<file path="src/rtl/ser_pkg.sv">
// shared constants and carrier types of the status and event reporting block
package ser_pkg;
  // status byte bit positions
  localparam int SB_ERRQ = 2;
  localparam int SB_QUES = 3;
  localparam int SB_MAV = 4;
  localparam int SB_ESB = 5;
  localparam int SB_RQS = 6;
  localparam int SB_W = 8;
  // standard event bit positions
  localparam int EV_OPC = 0;
  localparam int EV_QYE = 2;
  localparam int EV_DDE = 3;
  localparam int EV_EXE = 4;
  localparam int EV_CME = 5;
  localparam int EV_PON = 7;
  // masks and fixed values
  localparam logic [7:0] SB_SUMMARY_MASK = 8'h3C;
  localparam logic [7:0] SB_RQS_EXCL_MASK = 8'hBF;
  localparam logic [7:0] REG_ZERO = 8'h00;
  localparam logic [7:0] EV_POR_VALUE = 8'h80;
  localparam logic [7:0] OPC_REPLY = 8'h31;
  localparam logic [15:0] ERRQ_OVF_CODE = 16'hFEA2;
  localparam logic [15:0] ERRQ_EMPTY_CODE = 16'h0000;
  localparam int ERRQ_DEPTH = 20;
  localparam int ERR_CODE_W = 16;

  // common commands from the host link
  typedef enum logic [3:0] {
    OP_NONE = 4'h0,
    OP_CLS = 4'h1,
    OP_RST = 4'h2,
    OP_ESE_WR = 4'h3,
    OP_ESE_RD = 4'h4,
    OP_ESR_RD = 4'h5,
    OP_SRE_WR = 4'h6,
    OP_SRE_RD = 4'h7,
    OP_STB_RD = 4'h8,
    OP_OPC = 4'h9,
    OP_OPC_RD = 4'hA,
    OP_ERR_RD = 4'hB
  } ser_op_t;

  typedef struct packed {
    logic valid;
    ser_op_t op;
    logic [7:0] arg;
  } ser_cmd_t;

  typedef struct packed {
    logic valid;
    logic [15:0] data;
  } ser_rsp_t;

  // one-cycle event pulses from the instrument
  typedef struct packed {
    logic oq_empty_read;
    logic oq_lost;
    logic oq_overflow;
    logic dev_err;
    logic exe_err;
    logic cmd_err;
  } ser_evt_t;

  // operation-complete tracking, one-hot
  typedef enum logic [2:0] {
    OPC_IDLE = 3'b001,
    OPC_WAIT_CMD = 3'b010,
    OPC_WAIT_QRY = 3'b100
  } ser_opc_st_t;
endpackage

</file>
<file path="src/rtl/ser_status.sv">
// status byte, standard event register, enables and error queue
`timescale 1ns/1ps
module ser_status #(
  parameter int ERRQ_DEPTH = ser_pkg::ERRQ_DEPTH,
  parameter int CODE_W = ser_pkg::ERR_CODE_W
) (
  // clock and reset
  input wire logic ref_clk,
  input wire logic rst_b,
  // host command link
  input wire ser_pkg::ser_cmd_t cmd,
  output ser_pkg::ser_rsp_t rsp,
  // instrument events and levels
  input wire ser_pkg::ser_evt_t evt,
  input wire logic ques_summary,
  input wire logic ops_busy,
  input wire logic oq_has_data,
  input wire logic oq_read,
  // error queue fill side
  input wire logic err_push,
  input wire logic [CODE_W-1:0] err_code,
  // status views and completion reply
  output logic [7:0] status_byte,
  output logic srq,
  output logic opc_reply_valid,
  output logic [7:0] opc_reply_data
);
  localparam int PW = (ERRQ_DEPTH > 1) ? $clog2(ERRQ_DEPTH) : 1;
  localparam int CW = $clog2(ERRQ_DEPTH + 1);
  localparam logic [PW-1:0] PTR_LAST = PW'(ERRQ_DEPTH - 1);
  localparam logic [PW-1:0] PTR_ZERO = '0;
  localparam logic [PW-1:0] PTR_ONE = PW'(1);
  localparam logic [CW-1:0] CNT_FULL = CW'(ERRQ_DEPTH);
  localparam logic [CW-1:0] CNT_ZERO = '0;
  localparam logic [CW-1:0] CNT_ONE = CW'(1);

  initial begin
    if (ERRQ_DEPTH < 2 || CODE_W < 16) begin
      $error("ser_status: unsupported queue depth or code width");
    end
  end

  logic [7:0] esr_q;
  logic [7:0] esr_d;
  logic [7:0] ese_q;
  logic [7:0] sre_q;
  logic mav_q;
  logic rqs_q;
  logic rqs_d;
  logic [CODE_W-1:0] errq_mem [ERRQ_DEPTH];
  logic [PW-1:0] wr_ptr_q;
  logic [PW-1:0] rd_ptr_q;
  logic [CW-1:0] cnt_q;
  logic ovf_lock_q;
  ser_pkg::ser_opc_st_t opc_st_q;
  ser_pkg::ser_rsp_t rsp_q;
  logic opc_reply_q;

  logic do_cls;
  logic do_esr_rd;
  logic do_stb_rd;
  logic errq_pop;
  logic errq_wr;
  logic errq_ovf;
  logic [7:0] ev_set;
  logic [7:0] stb_live;
  logic [PW-1:0] last_ptr;

  assign do_cls = cmd.valid && cmd.op == ser_pkg::OP_CLS;
  assign do_esr_rd = cmd.valid && cmd.op == ser_pkg::OP_ESR_RD;
  assign do_stb_rd = cmd.valid && cmd.op == ser_pkg::OP_STB_RD;

  // event sources into the standard event register
  always_comb begin
    ev_set = ser_pkg::REG_ZERO;
    ev_set[ser_pkg::EV_QYE] = evt.oq_empty_read | evt.oq_lost
                              | evt.oq_overflow;
    ev_set[ser_pkg::EV_DDE] = evt.dev_err;
    ev_set[ser_pkg::EV_EXE] = evt.exe_err;
    ev_set[ser_pkg::EV_CME] = evt.cmd_err;
    ev_set[ser_pkg::EV_OPC] = opc_st_q == ser_pkg::OPC_WAIT_CMD
                              && !ops_busy;
  end

  // a new event in the clearing cycle survives the clear
  always_comb begin
    esr_d = esr_q;
    if (do_cls || do_esr_rd) begin
      esr_d = ser_pkg::REG_ZERO;
    end
    esr_d = esr_d | ev_set;
  end

  // reset command has no path here; only power-up reset
  always_ff @(posedge ref_clk) begin
    if (!rst_b) begin
      esr_q <= ser_pkg::EV_POR_VALUE;
    end else begin
      esr_q <= esr_d;
    end
  end

  always_ff @(posedge ref_clk) begin
    if (!rst_b) begin
      ese_q <= ser_pkg::REG_ZERO;
    end else if (cmd.valid && cmd.op == ser_pkg::OP_ESE_WR) begin
      ese_q <= cmd.arg;
    end
  end

  // only an explicit write changes the service enable
  always_ff @(posedge ref_clk) begin
    if (!rst_b) begin
      sre_q <= ser_pkg::REG_ZERO;
    end else if (cmd.valid && cmd.op == ser_pkg::OP_SRE_WR) begin
      sre_q <= cmd.arg;
    end
  end

  // data arriving while the host reads keeps the flag set
  always_ff @(posedge ref_clk) begin
    if (!rst_b) begin
      mav_q <= 1'b0;
    end else if (oq_has_data && !oq_read) begin
      mav_q <= 1'b1;
    end else if (oq_read || do_cls || do_esr_rd) begin
      mav_q <= oq_has_data;
    end
  end

  // live status byte; unused bits stay zero
  always_comb begin
    stb_live = ser_pkg::REG_ZERO;
    stb_live[ser_pkg::SB_ERRQ] = cnt_q != CNT_ZERO;
    stb_live[ser_pkg::SB_QUES] = ques_summary;
    stb_live[ser_pkg::SB_MAV] = mav_q;
    stb_live[ser_pkg::SB_ESB] = |(esr_q & ese_q);
    stb_live[ser_pkg::SB_RQS] = rqs_q;
  end

  // clearing cycles win: sources are stale, a re-set follows next cycle
  always_comb begin
    rqs_d = rqs_q;
    if (do_stb_rd
        && (stb_live & ser_pkg::SB_SUMMARY_MASK) == 8'h00) begin
      rqs_d = 1'b0;
    end
    if ((stb_live & sre_q & ser_pkg::SB_RQS_EXCL_MASK) != 8'h00) begin
      rqs_d = 1'b1;
    end
    if (do_cls || do_esr_rd) begin
      rqs_d = 1'b0;
    end
  end

  always_ff @(posedge ref_clk) begin
    if (!rst_b) begin
      rqs_q <= 1'b0;
    end else begin
      rqs_q <= rqs_d;
    end
  end

  assign status_byte = stb_live;
  assign srq = rqs_q;

  // error queue: full queue turns its last entry into overflow
  assign errq_pop = cmd.valid && cmd.op == ser_pkg::OP_ERR_RD
                    && cnt_q != CNT_ZERO;
  assign errq_wr = err_push && !ovf_lock_q
                   && (cnt_q != CNT_FULL || errq_pop);
  assign errq_ovf = err_push && !ovf_lock_q && cnt_q == CNT_FULL
                    && !errq_pop;
  assign last_ptr = (wr_ptr_q == PTR_ZERO) ? PTR_LAST : wr_ptr_q - PTR_ONE;

  always_ff @(posedge ref_clk) begin
    if (errq_wr) begin
      errq_mem[wr_ptr_q] <= err_code;
    end else if (errq_ovf) begin
      errq_mem[last_ptr] <= CODE_W'(ser_pkg::ERRQ_OVF_CODE);
    end
  end

  always_ff @(posedge ref_clk) begin
    if (!rst_b || do_cls) begin
      wr_ptr_q <= PTR_ZERO;
      rd_ptr_q <= PTR_ZERO;
      cnt_q <= CNT_ZERO;
    end else begin
      if (errq_wr) begin
        wr_ptr_q <= (wr_ptr_q == PTR_LAST) ? PTR_ZERO : wr_ptr_q + PTR_ONE;
      end
      if (errq_pop) begin
        rd_ptr_q <= (rd_ptr_q == PTR_LAST) ? PTR_ZERO : rd_ptr_q + PTR_ONE;
      end
      if (errq_wr && !errq_pop) begin
        cnt_q <= cnt_q + CNT_ONE;
      end else if (errq_pop && !errq_wr) begin
        cnt_q <= cnt_q - CNT_ONE;
      end
    end
  end

  // no further entries until the queue drains or is cleared
  always_ff @(posedge ref_clk) begin
    if (!rst_b || do_cls) begin
      ovf_lock_q <= 1'b0;
    end else if (errq_ovf) begin
      ovf_lock_q <= 1'b1;
    end else if (cnt_q == CNT_ZERO) begin
      ovf_lock_q <= 1'b0;
    end
  end

  // operation-complete waits for all earlier work
  always_ff @(posedge ref_clk) begin
    if (!rst_b) begin
      opc_st_q <= ser_pkg::OPC_IDLE;
    end else begin
      case (opc_st_q)
        ser_pkg::OPC_IDLE: begin
          if (cmd.valid && cmd.op == ser_pkg::OP_OPC) begin
            opc_st_q <= ser_pkg::OPC_WAIT_CMD;
          end else if (cmd.valid && cmd.op == ser_pkg::OP_OPC_RD) begin
            opc_st_q <= ser_pkg::OPC_WAIT_QRY;
          end
        end
        ser_pkg::OPC_WAIT_CMD: begin
          if (!ops_busy) begin
            opc_st_q <= ser_pkg::OPC_IDLE;
          end
        end
        ser_pkg::OPC_WAIT_QRY: begin
          if (!ops_busy) begin
            opc_st_q <= ser_pkg::OPC_IDLE;
          end
        end
        default: begin
          opc_st_q <= ser_pkg::OPC_IDLE;
        end
      endcase
    end
  end

  always_ff @(posedge ref_clk) begin
    if (!rst_b) begin
      opc_reply_q <= 1'b0;
    end else begin
      opc_reply_q <= opc_st_q == ser_pkg::OPC_WAIT_QRY && !ops_busy;
    end
  end

  assign opc_reply_valid = opc_reply_q;
  assign opc_reply_data = ser_pkg::OPC_REPLY;

  // query answers, one cycle after the command, pre-clear values
  always_ff @(posedge ref_clk) begin
    if (!rst_b) begin
      rsp_q <= '0;
    end else begin
      rsp_q.valid <= 1'b0;
      rsp_q.data <= '0;
      if (cmd.valid) begin
        case (cmd.op)
          ser_pkg::OP_ESE_RD: begin
            rsp_q.valid <= 1'b1;
            rsp_q.data <= {8'h00, ese_q};
          end
          ser_pkg::OP_ESR_RD: begin
            rsp_q.valid <= 1'b1;
            rsp_q.data <= {8'h00, esr_q};
          end
          ser_pkg::OP_SRE_RD: begin
            rsp_q.valid <= 1'b1;
            rsp_q.data <= {8'h00, sre_q};
          end
          ser_pkg::OP_STB_RD: begin
            rsp_q.valid <= 1'b1;
            rsp_q.data <= {8'h00, stb_live};
          end
          ser_pkg::OP_ERR_RD: begin
            rsp_q.valid <= 1'b1;
            rsp_q.data <= (cnt_q != CNT_ZERO) ? errq_mem[rd_ptr_q][15:0]
                          : ser_pkg::ERRQ_EMPTY_CODE;
          end
          default: begin
            rsp_q.valid <= 1'b0;
          end
        endcase
      end
    end
  end

  assign rsp = rsp_q;

  // checks
  AST_PON: assert property (@(posedge ref_clk)
    $rose(rst_b) |-> esr_q[ser_pkg::EV_PON])
    else $error("power-on bit not set after reset");
  AST_ZERO_BITS: assert property (@(posedge ref_clk) disable iff (!rst_b)
    !status_byte[0] && !status_byte[1] && !status_byte[7]
    && !esr_q[1] && !esr_q[6])
    else $error("unused bit reads one");
  AST_ESR_CLEAR: assert property (@(posedge ref_clk) disable iff (!rst_b)
    do_esr_rd && ev_set == 8'h00 |=> esr_q == 8'h00)
    else $error("event register not cleared by read");
  AST_RST_KEEPS: assert property (@(posedge ref_clk) disable iff (!rst_b)
    cmd.valid && cmd.op == ser_pkg::OP_RST |=> (esr_q & $past(esr_q))
    == $past(esr_q))
    else $error("reset command cleared events");
  AST_ESB_SUM: assert property (@(posedge ref_clk) disable iff (!rst_b)
    evt.cmd_err && ese_q[ser_pkg::EV_CME]
    && !(cmd.valid && cmd.op == ser_pkg::OP_ESE_WR)
    |=> status_byte[ser_pkg::SB_ESB])
    else $error("event summary mismatch");
  AST_SRE_ZERO: assert property (@(posedge ref_clk) disable iff (!rst_b)
    cmd.valid && cmd.op == ser_pkg::OP_SRE_WR && cmd.arg == 8'h00
    |=> sre_q == 8'h00)
    else $error("service enable not cleared");
  AST_STB_ANSWER: assert property (@(posedge ref_clk) disable iff (!rst_b)
    do_stb_rd |=> rsp.valid && rsp.data[7:0] == $past(status_byte))
    else $error("status query answer wrong");
  AST_RQS_IDLE: assert property (@(posedge ref_clk) disable iff (!rst_b)
    do_stb_rd && (status_byte & ser_pkg::SB_SUMMARY_MASK) == 8'h00
    && (status_byte & sre_q & ser_pkg::SB_RQS_EXCL_MASK) == 8'h00
    |=> !srq)
    else $error("request bit not cleared by idle query");
  AST_OPC_SET: assert property (@(posedge ref_clk) disable iff (!rst_b)
    opc_st_q == ser_pkg::OPC_WAIT_CMD && !ops_busy
    |=> esr_q[ser_pkg::EV_OPC] && opc_st_q == ser_pkg::OPC_IDLE)
    else $error("operation complete not flagged");
  AST_OPC_QUERY: assert property (@(posedge ref_clk) disable iff (!rst_b)
    opc_st_q == ser_pkg::OPC_WAIT_QRY && !ops_busy
    |=> opc_reply_valid && !$rose(esr_q[ser_pkg::EV_OPC]))
    else $error("completion query misbehaved");
  AST_ERRQ_BIT: assert property (@(posedge ref_clk) disable iff (!rst_b)
    status_byte[ser_pkg::SB_ERRQ] == (cnt_q != CNT_ZERO)
    && cnt_q <= CNT_FULL)
    else $error("error queue bit or count wrong");

  COV_SRQ: cover property (@(posedge ref_clk) disable iff (!rst_b)
    $rose(srq));
  COV_ERRQ_FULL: cover property (@(posedge ref_clk) disable iff (!rst_b)
    errq_ovf);
  COV_OPC_REPLY: cover property (@(posedge ref_clk) disable iff (!rst_b)
    opc_reply_valid);
endmodule // ser_status

</file>
<file path="config.mk">
export PLATFORM = sky130hd
export DESIGN_NAME = ser_status
export DESIGN_NICKNAME = d
export VERILOG_FILES = /design/src/rtl/ser_pkg.sv /design/src/rtl/ser_status.sv
export SDC_FILE = /design/constraint.sdc
export NUM_CORES = 1
export LEC_CHECK = 0
export BUFFER_PORTS_ARGS = -buffer_cell sky130_fd_sc_hd__buf_2
export CORE_ASPECT_RATIO = 1.4
export CORE_UTILIZATION = 40
export CTS_BUF_LIST = sky130_fd_sc_hd__clkbuf_8 sky130_fd_sc_hd__clkbuf_16
export DETAILED_ROUTE_END_ITERATION = 8
export GPL_ROUTABILITY_DRIVEN = 0
export PLACE_DENSITY_LB_ADDON = 0.15
export RECOVER_POWER = 100
export SYNTH_ARGS = -nofsm -noshare
export SYNTH_HDL_FRONTEND = slang
export SYNTH_SLANG_ARGS = --single-unit
</file>
<file path="constraint.sdc">
create_clock -name ref_clk -period 9 [get_ports ref_clk]
set_input_delay 0.45 -clock ref_clk [delete_from_list [all_inputs] [get_ports ref_clk]]
set_output_delay 0.45 -clock ref_clk [all_outputs]
set_load 0.01 [all_outputs]
</file>
==> impl_metrics.py <==
metrics = {
    "detailed_routing": {
        "first_iter_violations": 539,
        "detailed_route_drc_error_count": 0,
        "drt_wl_total_microns": 36800,
        "routed-via-count": 8277,
        "drt-pass1-iter-count": 5,
        "via_per_inst": 5.35,
        "routed_wirelength_normalized_by_instance_count_microns": 23.8,
        "postRouteAntennaNets": 0,
    },
    "critical_path": {
        "crit_path_cell_trace": "clkbuf_1, mux4_2, and3b_1, a2111oi_0, clkbuf_1, o32ai_1",
        "critical_path.startpoint_type": "flop",
        "worst-endpoint-required_ns": 9.38,
        "cpPeakStageDelay_ns": 2.28,
        "path_max_fanout": 51,
        "r2r_end": "rsp[2]",
        "critPathCaptureType": "flop",
        "ff2ff_path_depth": 6,
        "cp_common_cell": "sky130_fd_sc_hd__clkbuf_1",
        "worstSetupPathType": "reg -> reg",
        "worstPathArrival_ns": 5.48,
        "cell_family_with_the_largest_share_of_critical_path_delay": "buffers and inverters",
        "reg2reg_slack_ns": 3.90,
        "crit_path_top_delay_cell": "sky130_fd_sc_hd__clkbuf_1",
        "buf_inv_on_cp": 2,
    },
    "power": {
        "switching_share_pct": 21.6,
        "vdd.ir_drop.worst_mv": 0.155,
        "logic_gate_share_of_total_power_pct": 4.7,
        "power.share.clock_pct": 43.2,
        "seqPwrFrac_pct": 52.1,
        "power-per-cell-area_nw_per_um2": 216,
        "cell_internal_power_w": 0.00298,
        "leakagePower_nw": 5.62,
        "net-switching-power_w": 0.000819,
    },
    "cells_and_area": {
        "fill_cells": 3437,
        "antenna_cells": 0,
        "synthToLayoutAreaGrowth_pct": 12.1,
        "most-common-layout-cells": "sky130_fd_sc_hd__edfxtp_1 (320), sky130_fd_sc_hd__nor2_1 (89), sky130_fd_sc_hd__dfxtp_1 (64)",
        "num-nets-final": 1046,
        "most_common_cell_after_layout_fill_and_taps_aside": "sky130_fd_sc_hd__edfxtp_1",
        "drive_gt1_share_pct": 17.5,
    },
    "clocking": {
        "cts_tree": "yes",
        "clk_pin_slew_worst_paths_ns": 0.06,
        "clock_tree.htree_level_count": 2,
        "clk-insertion-delay-late_ns": 0.55,
        "clock-sinks": 386,
        "cts.repair_timing.setup_buffer_count": 0,
        "holdBufCountCts": 0,
        "cts-resized-gates": 0,
        "max-clock-path-buffers": 3,
        "clockRootBuffer": "sky130_fd_sc_hd__clkbuf_16",
        "cts_inserted_buffers": 39,
    },
    "yosys": {
        "syn-cell-area_sq_um": 15700,
        "synth_seq_area_share_pct": 69.8,
        "post_synth.cell_area_avg_sq_um": 16.8,
        "ys_top_cells_by_area": "sky130_fd_sc_hd__edfxtp_1 (61%), sky130_fd_sc_hd__mux4_2 (8.9%), sky130_fd_sc_hd__dfxtp_1 (8.4%)",
        "synthDominantCellAreaShare_pct": 61.4,
        "ys.warnings.count": 0,
        "postSynthCellCount": 934,
        "dominant_combinational_cell_family_by_area_after_synthesis": "multiplexers",
        "synth.largest_area_cell": "sky130_fd_sc_hd__edfxtp_1",
        "yosys.area_share.xor_xnor_pct": 0.224,
        "ys_flop_type": "sky130_fd_sc_hd__edfxtp_1",
        "asyncSetResetFlopFracSynth_pct": 0,
        "synth_cell_types": 74,
        "synth-compound-area-share_pct": 6.14,
        "synth_adder_area_share_pct": 0.687,
        "post_synth_and_or_nand_nor_area_fraction_pct": 6.20,
        "synth.ff_latch_count": 386,
        "synth_enable_flop_cells": 320,
        "post_synthesis_mux_area_share_pct": 13.9,
    },
    "global_routing": {
        "grt_max_degree": 52,
        "antenna_found_initial": 0,
        "grt_pass1_wl_microns": 54600,
        "vias_in_the_first_global_route": 8415,
        "track_usage_pct": 18.9,
        "grt_overflow": 0,
    },
    "placement": {
        "dpl_worst_slack_ns": 5.35,
        "hpwl_microns": 23200,
        "placement.io_buffers": 65,
    },
    "timing": {
        "min_period_ns": 5.10,
        "rsz0062_at_grt": "false",
        "setup-tns-final_ns": 0,
        "fin_crit_sh_pct": 56.6,
        "tightest_slew_ns": 3.13,
        "finalHoldViolCount": 0,
        "maxSlewHeadroom_pct": -109,
        "max_freq_ghz": 0.196,
        "timing.final.setup_violations": 0,
        "fin_skew_ns": 0.0126,
        "setup_slack_ns": 3.90,
        "final_max_slew_viol_count": 435,
    },
    "min_path": {
        "hold-path-cell-count": 3,
        "min_delay_worst_endpoint": "mav_q",
        "hp-start": "oq_has_data",
        "worstHoldPathType": "in -> reg",
    },
    "run_status": {
        "run_status": "complete, but fails checks",
        "violations_in_the_final_reports": "capacitance limit, slew limit",
    },
    "die": {
        "io_pins": 77,
        "start_util_pct": 40.7,
        "rows": 85,
        "core_region_area_sq_um": 38500,
        "vertical_die_dimension_microns": 236,
        "fp.dieArea_sq_um": 40000,
        "die_w_microns": 169,
    },
    "run": {
        "max_cap_violations": 23,
    },
}
[cell usage after synthesis (4+ instances only)]
cell,number
sky130_fd_sc_hd__edfxtp_1,320
sky130_fd_sc_hd__nor2_1,89
sky130_fd_sc_hd__dfxtp_1,66
sky130_fd_sc_hd__mux4_2,62
sky130_fd_sc_hd__mux2i_1,48
sky130_fd_sc_hd__a21oi_1,29
sky130_fd_sc_hd__buf_4,23
sky130_fd_sc_hd__nand2_1,22
sky130_fd_sc_hd__buf_2,16
sky130_fd_sc_hd__nand2b_1,16
sky130_fd_sc_hd__inv_1,13
sky130_fd_sc_hd__nor2b_1,13
sky130_fd_sc_hd__nor3_1,13
sky130_fd_sc_hd__o22ai_1,13
sky130_fd_sc_hd__o21ai_0,12
sky130_fd_sc_hd__o32ai_1,12
sky130_fd_sc_hd__a22oi_1,10
sky130_fd_sc_hd__a211oi_1,9
sky130_fd_sc_hd__mux4_1,9
sky130_fd_sc_hd__and2_1,8
sky130_fd_sc_hd__clkbuf_1,8
sky130_fd_sc_hd__buf_6,7
sky130_fd_sc_hd__ha_1,7
sky130_fd_sc_hd__nand3_1,6
sky130_fd_sc_hd__or3_1,6
sky130_fd_sc_hd__and3_1,5
sky130_fd_sc_hd__buf_1,5
sky130_fd_sc_hd__mux2_2,5
sky130_fd_sc_hd__a22o_1,4
sky130_fd_sc_hd__a31oi_1,4
sky130_fd_sc_hd__o21ai_1,4
sky130_fd_sc_hd__or2_2,4
[sequential cells by signal (all words and copies together) (netlist names), named ones only]
name	count
esr_q	6
ese_q	8
cnt_q	5
rd_ptr_q	5
opc_st_q	3
sre_q	8
mav_q	1
ovf_lock_q	1
opc_reply_valid	1
wr_ptr_q	5
rsp	17
errq_mem	320
srq	1
[power groups by stage]
stage | Clock [W] | Sequential (W) | Combinational [W]
after floorplan | 0 | 0.00201 | 0.000124
after global placement | 0 | 0.00201 | 0.000186
after detailed placement | 0 | 0.00202 | 0.000187
after CTS | 0.00167 | 0.00198 | 0.000188
after global routing | 0.00174 | 0.00198 | 0.000195
final | 0.00164 | 0.00198 | 0.000178
[layer usage]
| layer | wire (microns) | GRT usage (%) |
|---|---|---|
| met1 | 14200 | 22.0 |
| met2 | 20200 | 34.9 |
| met3 | 1190 | 2.55 |
| met4 | 1260 | 7.40 |
| met5 | 0 | 0 |
[how the worst max path moves through the flow]
stage / from / endpoint / cells after the start
2_1_floorplan: cmd[8] / cnt_q[4] / 12
3_3_place_gp: cmd[8] / cnt_q[4] / 12
3_5_place_dp: cmd[8] / cnt_q[4] / 12
4_1_cts: flop / rsp[2] / 6
5_1_grt: flop / rsp[2] / 6
6_report: flop / rsp[2] / 6
[cell type report]
type                    instances  area, sq um  area share, %
well taps                     522          653           3.72
clock inverters                24          208           1.18
inverters                      15         56.3          0.321
clock buffers                  46         1090           6.24
repair buffers                 74          340           1.94
flip-flops and latches        386        10900           62.3
multi-input cells             480         4270           24.3
[worst min-delay path, stage by stage]
cell and delay (ns):
sky130_fd_sc_hd__buf_2 0.07, sky130_fd_sc_hd__a31oi_1 0.03, sky130_fd_sc_hd__nor2_1 0.06
[cell families after synthesis]
group           after synthesis
compound gates              134
xor+xnor                      4
fa+ha+maj                     8
buf+inv                      77
flops                       386
mux                         124
other cells                   2
simple gates                199
[per-stage QoR]
step           total power, W  util (%)  hold WS (ns)  instance area (sq um)  instances
6_report              0.00380      45.6         0.107                  17600       1547
4_1_cts               0.00384      45.9        0.0854                  17700       1547
2_1_floorplan         0.00213         -         0.435                  15700        943
5_1_grt               0.00391      45.6        0.0961                  17600       1547
3_3_place_gp          0.00220      42.6         0.461                  16400       1477
3_5_place_dp          0.00220      42.6         0.463                  16400       1477
No activity file was read; power rests on OpenSTA's default activity.
